===== src/include/acsp_pkg.sv =====
// Notes on behaviour
// - busy_n stays low throughout a conversion and goes high when it ends.
// - with rd_n low, first result bit is on sdo before busy_n rises.
// - sdo moves to the next bit only after a falling sck edge.
// - sdi is sampled on each of the first 8 rising sck edges while rd_n is low.
// - 8-bit control word (channel, range, power-down) enters on first 8 rising edges.
// - acquisition starts at the sixth falling edge, lasts until convert_start rises.
// - convert_start rising starts a conversion; further starts ignored until it ends.
// - sdo driven only while rd_n low; sdi ignored while rd_n high.
package acsp_pkg;
  // ********************************************************
  // timing
  // ********************************************************
  localparam int CLK_MHZ = 100;
  localparam int TCONV_TYP_NS = 4000;
  localparam int TCONV_MAX_NS = 5000;
  // typical time sets the count, rounded down so the maximum is never passed
  localparam int CONV_CYC = TCONV_TYP_NS * CLK_MHZ / 1000;
  localparam int CONV_MAX_CYC = TCONV_MAX_NS * CLK_MHZ / 1000;
  localparam int CONV_CNT_W = 10;

  // ********************************************************
  // serial word layout
  // ********************************************************
  localparam int CTRL_W = 8;
  localparam int EDGE_CNT_W = 4;
  localparam int ACQ_EDGE = 6;
  localparam int RES_W_DEF = 16;
  localparam int FIFO_DEPTH_DEF = 16;
  localparam logic [CTRL_W-1:0] CTRL_RST = 8'h00;

  // ********************************************************
  // converter sequence, gray along idle-acq-conv-load
  // ********************************************************
  typedef enum logic [1:0] {
    ACSP_IDLE = 2'h0,
    ACSP_ACQ = 2'h1,
    ACSP_CONV = 2'h3,
    ACSP_LOAD = 2'h2
  } acsp_state_t;
endpackage


===== src/acsp_fifo.sv =====
`timescale 1ns/1ps
module acsp_fifo
  import acsp_pkg::*;
#(
  parameter int W = 16,
  parameter int DEPTH = 16
) (
  input wire logic clk_sys,
  input wire logic rst_n,
  input wire logic in_valid,
  output logic in_ready,
  input wire logic [W-1:0] in_data,
  output logic out_valid,
  input wire logic out_ready,
  output logic [W-1:0] out_data
);
  localparam int AW = $clog2(DEPTH);

  typedef struct packed {
    logic [DEPTH-1:0][W-1:0] mem;
    logic [AW:0] wptr;
    logic [AW:0] rptr;
  } acsp_fifo_st_t;

  acsp_fifo_st_t r_reg, r_next;
  logic full;
  logic empty;

  // extra pointer bit tells full from empty when the indices meet
  assign empty = (r_reg.wptr == r_reg.rptr);
  assign full = (r_reg.wptr[AW] != r_reg.rptr[AW]) &&
                (r_reg.wptr[AW-1:0] == r_reg.rptr[AW-1:0]);
  assign in_ready = !full;
  assign out_valid = !empty;
  assign out_data = r_reg.mem[r_reg.rptr[AW-1:0]];

  // push and pop may happen in the same cycle
  always_comb begin
    r_next = r_reg;
    if (in_valid && !full) begin
      r_next.mem[r_reg.wptr[AW-1:0]] = in_data;
      r_next.wptr = r_reg.wptr + 1'b1;
    end
    if (out_ready && !empty) begin
      r_next.rptr = r_reg.rptr + 1'b1;
    end
  end

  always_ff @(posedge clk_sys or negedge rst_n) begin
    if (!rst_n) begin
      r_reg <= '0;
    end else begin
      r_reg <= r_next;
    end
  end

  fifo_push_a: assert property (@(posedge clk_sys) disable iff (!rst_n)
    ((in_valid && in_ready) |=> out_valid))
    else $error("accepted word missing from fifo");
endmodule


===== src/acsp_top.sv =====
`timescale 1ns/1ps
module acsp_top
  import acsp_pkg::*;
#(
  parameter int RES_W = RES_W_DEF,
  parameter int FIFO_DEPTH = FIFO_DEPTH_DEF
) (
  input wire logic clk_sys,
  input wire logic resetn,
  input wire logic convert_start,
  input wire logic sck,
  input wire logic sdi,
  input wire logic rd_n,
  input wire logic [RES_W-1:0] sar_result,
  output logic busy_n,
  output logic sdo_out,
  output logic sdo_oe,
  output logic [CTRL_W-1:0] ctrl_word,
  output logic acquire
);
  // ********************************************************
  // state
  // ********************************************************
  typedef struct packed {
    logic sck_s1, sck_s2, sck_s3;
    logic sdi_s1, sdi_s2;
    logic rd_s1, rd_s2;
    logic cs_s1, cs_s2, cs_s3;
    acsp_state_t state;
    logic [CONV_CNT_W-1:0] conv_cnt;
    logic busy_n;
    logic sdo_oe;
    logic [EDGE_CNT_W-1:0] rise_cnt;
    logic [EDGE_CNT_W-1:0] fall_cnt;
    logic [CTRL_W-1:0] ctrl_shift;
    logic [CTRL_W-1:0] ctrl_word;
    logic [RES_W-1:0] shift_reg;
    logic [EDGE_CNT_W:0] bits_left;
    logic acquire;
  } acsp_top_st_t;

  acsp_top_st_t r_reg, r_next;
  logic [1:0] rst_sync_reg;
  logic rst_n;
  logic sck_rise, sck_fall, cs_rise, rd_low;
  logic fifo_in_valid, fifo_in_ready, fifo_out_valid, fifo_out_ready;
  logic [RES_W-1:0] fifo_out_data;
  logic load_word;

  // ********************************************************
  // reset release
  // ********************************************************
  // two stages so that release never lands near a clock edge
  always_ff @(posedge clk_sys or negedge resetn) begin
    if (!resetn) begin
      rst_sync_reg <= 2'h0;
    end else begin
      rst_sync_reg <= {rst_sync_reg[0], 1'b1};
    end
  end
  assign rst_n = rst_sync_reg[1];

  // ********************************************************
  // edge detection on synchronised pins
  // ********************************************************
  // only second and third stages are compared; the first stays private
  assign sck_rise = r_reg.sck_s2 && !r_reg.sck_s3;
  assign sck_fall = !r_reg.sck_s2 && r_reg.sck_s3;
  assign cs_rise = r_reg.cs_s2 && !r_reg.cs_s3;
  assign rd_low = !r_reg.rd_s2;

  // results queue here; a full queue holds the converter in its last step
  assign fifo_in_valid = (r_reg.state == ACSP_CONV) &&
                         (r_reg.conv_cnt == CONV_CNT_W'(CONV_CYC - 1));
  // the shifter always takes a finished word, so busy_n never waits on the host;
  // a word not yet clocked out is overwritten, as the conversion has ended
  assign fifo_out_ready = (r_reg.state == ACSP_LOAD);
  assign load_word = fifo_out_ready && fifo_out_valid;

  acsp_fifo #(
    .W(RES_W),
    .DEPTH(FIFO_DEPTH)
  ) i_acsp_fifo (
    .clk_sys(clk_sys),
    .rst_n(rst_n),
    .in_valid(fifo_in_valid),
    .in_ready(fifo_in_ready),
    .in_data(sar_result),
    .out_valid(fifo_out_valid),
    .out_ready(fifo_out_ready),
    .out_data(fifo_out_data)
  );

  // ********************************************************
  // next state
  // ********************************************************
  always_comb begin
    r_next = r_reg;
    r_next.sck_s1 = sck;
    r_next.sck_s2 = r_reg.sck_s1;
    r_next.sck_s3 = r_reg.sck_s2;
    r_next.sdi_s1 = sdi;
    r_next.sdi_s2 = r_reg.sdi_s1;
    r_next.rd_s1 = rd_n;
    r_next.rd_s2 = r_reg.rd_s1;
    r_next.cs_s1 = convert_start;
    r_next.cs_s2 = r_reg.cs_s1;
    r_next.cs_s3 = r_reg.cs_s2;
    r_next.sdo_oe = rd_low;

    // control word frame; counters clear whenever rd_n is high
    if (!rd_low) begin
      r_next.rise_cnt = '0;
      r_next.fall_cnt = '0;
    end else begin
      if (sck_rise && (r_reg.rise_cnt < EDGE_CNT_W'(CTRL_W))) begin
        r_next.ctrl_shift = {r_reg.ctrl_shift[CTRL_W-2:0], r_reg.sdi_s2};
        r_next.rise_cnt = r_reg.rise_cnt + 1'b1;
        if (r_reg.rise_cnt == EDGE_CNT_W'(CTRL_W - 1)) begin
          r_next.ctrl_word = {r_reg.ctrl_shift[CTRL_W-2:0], r_reg.sdi_s2};
        end
      end
      if (sck_fall && (r_reg.fall_cnt < EDGE_CNT_W'(CTRL_W))) begin
        r_next.fall_cnt = r_reg.fall_cnt + 1'b1;
        if ((r_reg.fall_cnt == EDGE_CNT_W'(ACQ_EDGE - 1)) && (r_reg.state == ACSP_IDLE)) begin
          r_next.state = ACSP_ACQ;
        end
      end
    end

    // result shifter: next bit only after a falling sck edge
    if (sck_fall && (r_reg.bits_left != '0)) begin
      r_next.shift_reg = {r_reg.shift_reg[RES_W-2:0], 1'b0};
      r_next.bits_left = r_reg.bits_left - 1'b1;
    end

    case (r_reg.state)
      ACSP_IDLE, ACSP_ACQ: begin
        // busy rises one cycle after the word reached sdo
        r_next.busy_n = 1'b1;
        if (cs_rise) begin
          r_next.state = ACSP_CONV;
          r_next.conv_cnt = '0;
          r_next.busy_n = 1'b0;
          r_next.rise_cnt = '0;
          r_next.fall_cnt = '0;
        end
      end
      ACSP_CONV: begin
        // start edges are not looked at here
        if (fifo_in_valid) begin
          if (fifo_in_ready) begin
            r_next.state = ACSP_LOAD;
          end
        end else begin
          r_next.conv_cnt = r_reg.conv_cnt + 1'b1;
        end
      end
      ACSP_LOAD: begin
        if (load_word) begin
          r_next.shift_reg = fifo_out_data;
          r_next.bits_left = (EDGE_CNT_W+1)'(RES_W);
          r_next.state = ACSP_IDLE;
        end
      end
      default: begin
        r_next.state = ACSP_IDLE;
      end
    endcase
    // acquire is kept as a flop of its own so the pin is glitch free
    r_next.acquire = (r_next.state == ACSP_ACQ);
  end

  always_ff @(posedge clk_sys or negedge rst_n) begin
    if (!rst_n) begin
      r_reg <= '0;
      r_reg.rd_s1 <= 1'b1;
      r_reg.rd_s2 <= 1'b1;
      r_reg.busy_n <= 1'b1;
      r_reg.state <= ACSP_IDLE;
      r_reg.ctrl_word <= CTRL_RST;
    end else begin
      r_reg <= r_next;
    end
  end

  // ********************************************************
  // outputs
  // ********************************************************
  assign busy_n = r_reg.busy_n;
  assign sdo_out = r_reg.shift_reg[RES_W-1];
  assign sdo_oe = r_reg.sdo_oe;
  assign ctrl_word = r_reg.ctrl_word;
  assign acquire = r_reg.acquire;

  // ********************************************************
  // checks
  // ********************************************************
  localparam int conv_lim = CONV_MAX_CYC;

  busy_low_conv_a: assert property (@(posedge clk_sys) disable iff (!rst_n)
    (r_reg.state inside {ACSP_CONV, ACSP_LOAD}) |-> !busy_n)
    else $error("busy_n high during conversion");
  first_bit_a: assert property (@(posedge clk_sys) disable iff (!rst_n)
    $rose(busy_n) |-> ($past(r_reg.bits_left) == (EDGE_CNT_W+1)'(RES_W)))
    else $error("busy_n rose before result was on sdo");
  sdo_hold_a: assert property (@(posedge clk_sys) disable iff (!rst_n)
    $changed(r_reg.shift_reg) |-> ($past(sck_fall) || $past(load_word)))
    else $error("sdo changed without falling sck");
  sdi_sample_a: assert property (@(posedge clk_sys) disable iff (!rst_n)
    $changed(r_reg.ctrl_shift) |-> $past(sck_rise && rd_low))
    else $error("sdi taken without rising sck");
  conv_bound_a: assert property (@(posedge clk_sys) disable iff (!rst_n)
    $fell(busy_n) |-> ##[1:conv_lim] busy_n)
    else $error("conversion exceeded its maximum time");
  ctrl_word_a: assert property (@(posedge clk_sys) disable iff (!rst_n)
    $changed(ctrl_word) |-> ($past(r_reg.rise_cnt) == EDGE_CNT_W'(CTRL_W - 1)))
    else $error("control word latched at wrong edge");
  acq_entry_a: assert property (@(posedge clk_sys) disable iff (!rst_n)
    $rose(acquire) |->
      ($past(sck_fall) && ($past(r_reg.fall_cnt) == EDGE_CNT_W'(ACQ_EDGE - 1))))
    else $error("acquisition entered at wrong edge");
  conv_start_a: assert property (@(posedge clk_sys) disable iff (!rst_n)
    (cs_rise && (r_reg.state inside {ACSP_IDLE, ACSP_ACQ})) |=>
      ((r_reg.state == ACSP_CONV) && !busy_n))
    else $error("convert start not taken");
  start_ignored_a: assert property (@(posedge clk_sys) disable iff (!rst_n)
    (cs_rise && (r_reg.state == ACSP_CONV) && !fifo_in_valid) |=>
      (($past(r_reg.conv_cnt) + 1'b1) == r_reg.conv_cnt))
    else $error("convert start restarted a conversion");
  read_gate_a: assert property (@(posedge clk_sys) disable iff (!rst_n)
    !rd_low |=> (!sdo_oe && (r_reg.rise_cnt == '0)))
    else $error("sdo driven or sdi taken with rd_n high");

  conv_done_c: cover property (@(posedge clk_sys) disable iff (!rst_n) $rose(busy_n));
  ctrl_load_c: cover property (@(posedge clk_sys) disable iff (!rst_n) $changed(ctrl_word));
  word_read_c: cover property (@(posedge clk_sys) disable iff (!rst_n)
    $fell(r_reg.bits_left == '0) ##0 rd_low);
  fifo_stall_c: cover property (@(posedge clk_sys) disable iff (!rst_n)
    fifo_in_valid && !fifo_in_ready);
endmodule


===== config.mk =====
export PLATFORM = sky130hd
export DESIGN_NAME = acsp_top
export DESIGN_NICKNAME = d
export VERILOG_FILES = /design/src/include/acsp_pkg.sv /design/src/acsp_fifo.sv /design/src/acsp_top.sv
export SDC_FILE = /design/constraint.sdc
export NUM_CORES = 1
export LEC_CHECK = 0
export BUFFER_PORTS_ARGS = -buffer_cell sky130_fd_sc_hd__buf_4
export CAP_MARGIN = 20
export CORE_ASPECT_RATIO = 1.4
export CORE_MARGIN = 2
export CORE_UTILIZATION = 40
export DETAILED_ROUTE_END_ITERATION = 8
export PLACE_DENSITY = 0.64
export SLEW_MARGIN = 20
export SYNTH_ARGS = -nofsm -noshare
export SYNTH_HDL_FRONTEND = slang
export SYNTH_SLANG_ARGS = --single-unit

===== constraint.sdc =====
create_clock -name clk_sys -period 22.6 [get_ports clk_sys]
set_clock_uncertainty 0.1 [all_clocks]
set_input_delay 2.26 -clock clk_sys [delete_from_list [all_inputs] [get_ports clk_sys]]
set_output_delay 2.26 -clock clk_sys [all_outputs]
set_load 0.005 [all_outputs]

; ---- After elaboration in Yosys (flattened, before gate mapping)
; Cells that the tools add are included.
[word_totals]
input_bits = 22
out_inout_bits = 12
word_cells = 112
register_bits = 337
[classes]
eq_ne = 12
reduce_logical = 25
add_sub_neg = 6
bitwise = 1
muxes = 23
order_cmp = 5
[ops]
columns = op, count
row1 = $bwmux 256, 1
row2 = $bmux 16 s4, 1
row3 = $demux 16 s4, 1
row4 = $mux 21, 3
row5 = $mux 16, 2
row6 = $mux 8, 3
row7 = $pmux 10 s2, 1
row8 = $mux 13, 1
row9 = $logic_and 1x1->1, 12
row10 = $mux 2, 6
row11 = $add 10x1->10 const B, 1
row12 = $add 5x1->5 const B, 2
row13 = $eq 10x9->1 const B, 1
row14 = $lt 4x5->1 const B, 2
row15 = $mux 10, 1
row16 = $add 4x1->4 const B, 2
row17 = $eq 4x3->1 const B, 2
row18 = $lt 4x4->1 const B, 2
row19 = $mux 4, 2
row20 = $logic_not 1->1, 6
row21 = $pmux 2 s3, 1
row22 = $reduce_and 3->1, 2
row23 = $eq 5x5->1, 1
row24 = $reduce_bool 5->1, 1
row25 = other kinds (12), 15

; ---- Depth between registers and ports, before layout
[logic_depth]
ltp_word = 9
ltp_mapped = 8
depth_no_buf = 6

; ---- By module
; A second synthesis with hierarchy kept.
[hier_totals]
hier_cells = 1109
area_unflattened_um2 = 15509.9
[by_module_without_submodules]
columns = mod, instances, area_per_inst_um2, cells_per_inst
row1 = acsp_fifo, 1, 12475.7, 833
row2 = acsp_top, 1, 3034.2, 276

; ---- Worst setup path before layout
; No wires, ideal clock.
[synth_timing]
kind = input to register
startpoint = in sar_result[10]
endpoint = reg i_acsp_fifo.r_reg[164] (netlist bit)
n_path_buf = 1
t_arrival_ps = 2692
slack_ps = 19681
setup_time_ps = 128
stages = 2
t_required_ps = 22372
cell_sequence = clkbuf_1 mux2_1
[synth_between]
elab_chain_len = 1
[synth_rtl]
columns = element, line
row1 = start: declaration, acsp_top.sv:14  ; input wire logic [RES_W-1:0] sar_result,
row2 = $bwmux 256, acsp_fifo.sv:41  ; r_next.mem[r_reg.wptr[AW-1:0]] = in_data;
row3 = end signal: assignment, acsp_fifo.sv:53  ; r_reg <= r_next;
row4 = end: declaration, acsp_fifo.sv:25  ; acsp_fifo_st_t r_reg, r_next;
; Every way passes these cells.
; A chain may end at the register's enable or synchronous reset.

; ---- Final worst setup path
[layout_timing]
startpoint = reg i_acsp_fifo.r_reg[2] (netlist bit)
endpoint = reg i_acsp_fifo.r_reg[35] (netlist bit)
[layout_between]
elab_chain_len = 4
[layout_rtl]
columns = element, line
row1 = $eq 4x4->1, acsp_fifo.sv:32  ; (r_reg.wptr[AW-1:0] == r_reg.rptr[AW-1:0]);
row2 = $logic_and 1x1->1, acsp_fifo.sv:31  ; assign full = (r_reg.wptr[AW] != r_reg.rptr[AW]) &&
row3 = $logic_not 1->1, n/a
row4 = $logic_and 1x1->1, acsp_fifo.sv:40  ; if (in_valid && !full) begin
; Every way passes these cells.

==> metrics.yaml <==
setup_tns_ps: 0
slew_headroom_pct: 22.6
post-place-ws_ps: 19110
ctsResizeCount: 0
track_usage_pct: 17.6
netlist_area_um2: 15500
hp-class: "flip-flop to flip-flop"
worstSkewPairLatency_ps: 530
drt_wl_total_um: 33900
clock_path_buffers: 3
core-area_um2: 38400
antenna_cells: 0
end_kind: "flip-flop"
seq_area_frac_synth_pct: 54.4
drc: 0
cts.clk_slew.worst_paths_ps: 60
fin_ws_ps: 19090
num_vias: 8516
antenna_found_initial: 0
cts_hold_buf: 0
drive_above_1_share_pct: 43.6
tightest_slew_ps: 1160
gp_congestion: 0.756
status: "completed"
fin_hold_ws_ps: 247
leakagePower_nw: 8.03
hold_viol_final: 0
setup_viol: 0
fp.dieW_um: 170
cp-start-kind: "flip-flop"
min_period_ps: 3510
grt_pass1_wl_um: 54400
cp_slowest_stage_delay_ps: 980
pwr_density_cell_nw_per_um2: 73.1
avgSynthCellArea_um2: 15.2
ys_top_cells_by_area: "dfrtp_1 (54%), mux2_2 (19%), mux4_2 (9.1%)"
arrival_ps: 3820
synth_seq_cells: 337
ir_worst_vdd_v: 0.0000456
synthCells: 1019
fin_cells: 1579
worstRegToRegCells: 5
cts_setup_buffers: 0
gr-total-overflow: 0
period_share_pct: 15.5
crit_chain: "xor2_1, nor4_4, buf_4, a211o_1, mux2_2"
num_rows: 85
total_power_w: 0.00126
synth_fp_nets: 1051
dp_hpwl_um: 20500
grt_pass1_vias: 9229
wl_per_cell_um: 21.5
grt_max_degree: 86
dr.pass1.iters: 4
port_buffers: 33
async_flop_share_pct: 100
synth.cells.most_frequent: "dfrtp_1 (334), mux2_2 (265), mux4_2 (63)"
drtIter0Drc: 341
clock_sinks: 337
htreeDepth: 2
fp.dieH_um: 237
synth.most_common_cell: "dfrtp_1"
yosysTopAreaCell: "dfrtp_1"
cts_tree: "yes"
numCtsBuffers: 36
largest_reg_flops: 266
area.growth.synth_to_final_pct: 11.5
die_area_um2: 40400
hold_depth: 0
clockRootBuffer: "clkbuf_16"
ios: 34
critPathKind: "flip-flop to flip-flop"
ys_types: 50
synth_edf_count: 0
start_util_pct: 40.4
ant_nets: 0
worst_path_max_delay_cell: "a211o_1"
nets: 1069
fmax_mhz: 285
avgViaCountPerCell: 5.39
critical_path_required_ps: 22910
ys_warn_count: 0
placed_cells: 1520
crit_fanout: 33
slew_violations: 0
synth_top_area_share_pct: 53.9
rsz0062_at_grt: "false"
maxCapViolations: 0
ys.flop_type: "dfrtp_1"
-- cell families (layout without fill, tap and decap cells) --
family	count (synthesis)	after routing	synth area share (%)
other cells	1	1	0.0242
compound gates	74	74	4.86
mux	374	374	31.4
xor+xnor	25	25	1.53
buf+inv	90	128	3.44
simple gates	108	108	3.50
fa+ha+maj	10	10	0.807
flops	337	337	54.4
-- worst max-delay path: cells and delay by family, from the launching register on --
family	cells	cell delay [ps]
xor gates and xnor gates	1	210
buffers and inverters	1	480
AOI/OAI and AO/OA	1	980
and+or+nand+nor	1	210
DFF	1	970
muxes	1	420
-- cell usage in the layout, fill, tap and decap left out, types with 4 or more instances in the layout --
cell type	Yosys	routed
clkbuf_1	35	11
nor2b_1	9	9
dfrtp_1	334	331
inv_1	10	10
a211oi_1	8	8
a211oi_4	13	14
a22o_1	30	30
nand2_1	25	25
clkbuf_16	0	38
mux2_1	11	11
ha_1	10	10
nand3_1	13	13
mux2_2	265	265
mux2i_1	35	35
clkbuf_8	0	4
buf_4	13	58
xor2_1	14	14
mux4_2	63	63
nor2_1	39	39
xnor2_1	10	10
and2_1	4	4
-- report_power, final --
| group | total, W | leakage [nW] | switching (W) | internal (W) |
|---|---|---|---|---|
| Clock | 0.000575 | 0.553 | 0.000233 | 0.000342 |
| Sequential | 0.000636 | 4.56 | 0.0000163 | 0.000620 |
| Combinational | 0.0000525 | 2.92 | 0.0000295 | 0.0000230 |
| Total | 0.00126 | 8.03 | 0.000278 | 0.000985 |
-- metrics by stage --
stage,instance area (um2),utilization (%)
after global placement,16100,42.0
final,17300,45.0
after global routing,17300,45.0
after CTS,17300,45.0
after detailed placement,16100,42.0
after floorplan,15500,-
-- metal layers --
metal / vias to the layer above / track usage [%] / wire (um)
met2: 142 / 29.8 / 17300
li1: 3755 / - / -
met5: - / 0 / 0
met3: 52 / 2.76 / 1330
met1: 4567 / 23.1 / 14500
met4: 0 / 5.52 / 818
-- path summary, 6_finish.rpt --
kind | startpoint | to | slack (ps)
setup reg to reg | i_acsp_fifo.r_reg[2] | i_acsp_fifo.r_reg[35] | 19090
min in group asynchronous | rst_sync_reg[1] | i_acsp_fifo.r_reg[225] | 290
max in group asynchronous | rst_sync_reg[1] | i_acsp_fifo.r_reg[1] | 19860
hold / removal | rst_sync_reg[0] | rst_sync_reg[1] | 250
setup / recovery | i_acsp_fifo.r_reg[2] | i_acsp_fifo.r_reg[35] | 19090
hold reg to reg | rst_sync_reg[0] | rst_sync_reg[1] | 250
-- area by class of cell --
type	instances	area, um2
Sequential cell	337	8450
Clock buffer	53	1050
Fill cell	3436	21100
Multi-Input combinational cell	592	6550
Timing Repair Buffer	60	474
Clock inverter	5	86.3
Inverter	10	37.5
Tap cell	522	653
Note: power is estimated with default switching activity, not from simulation.
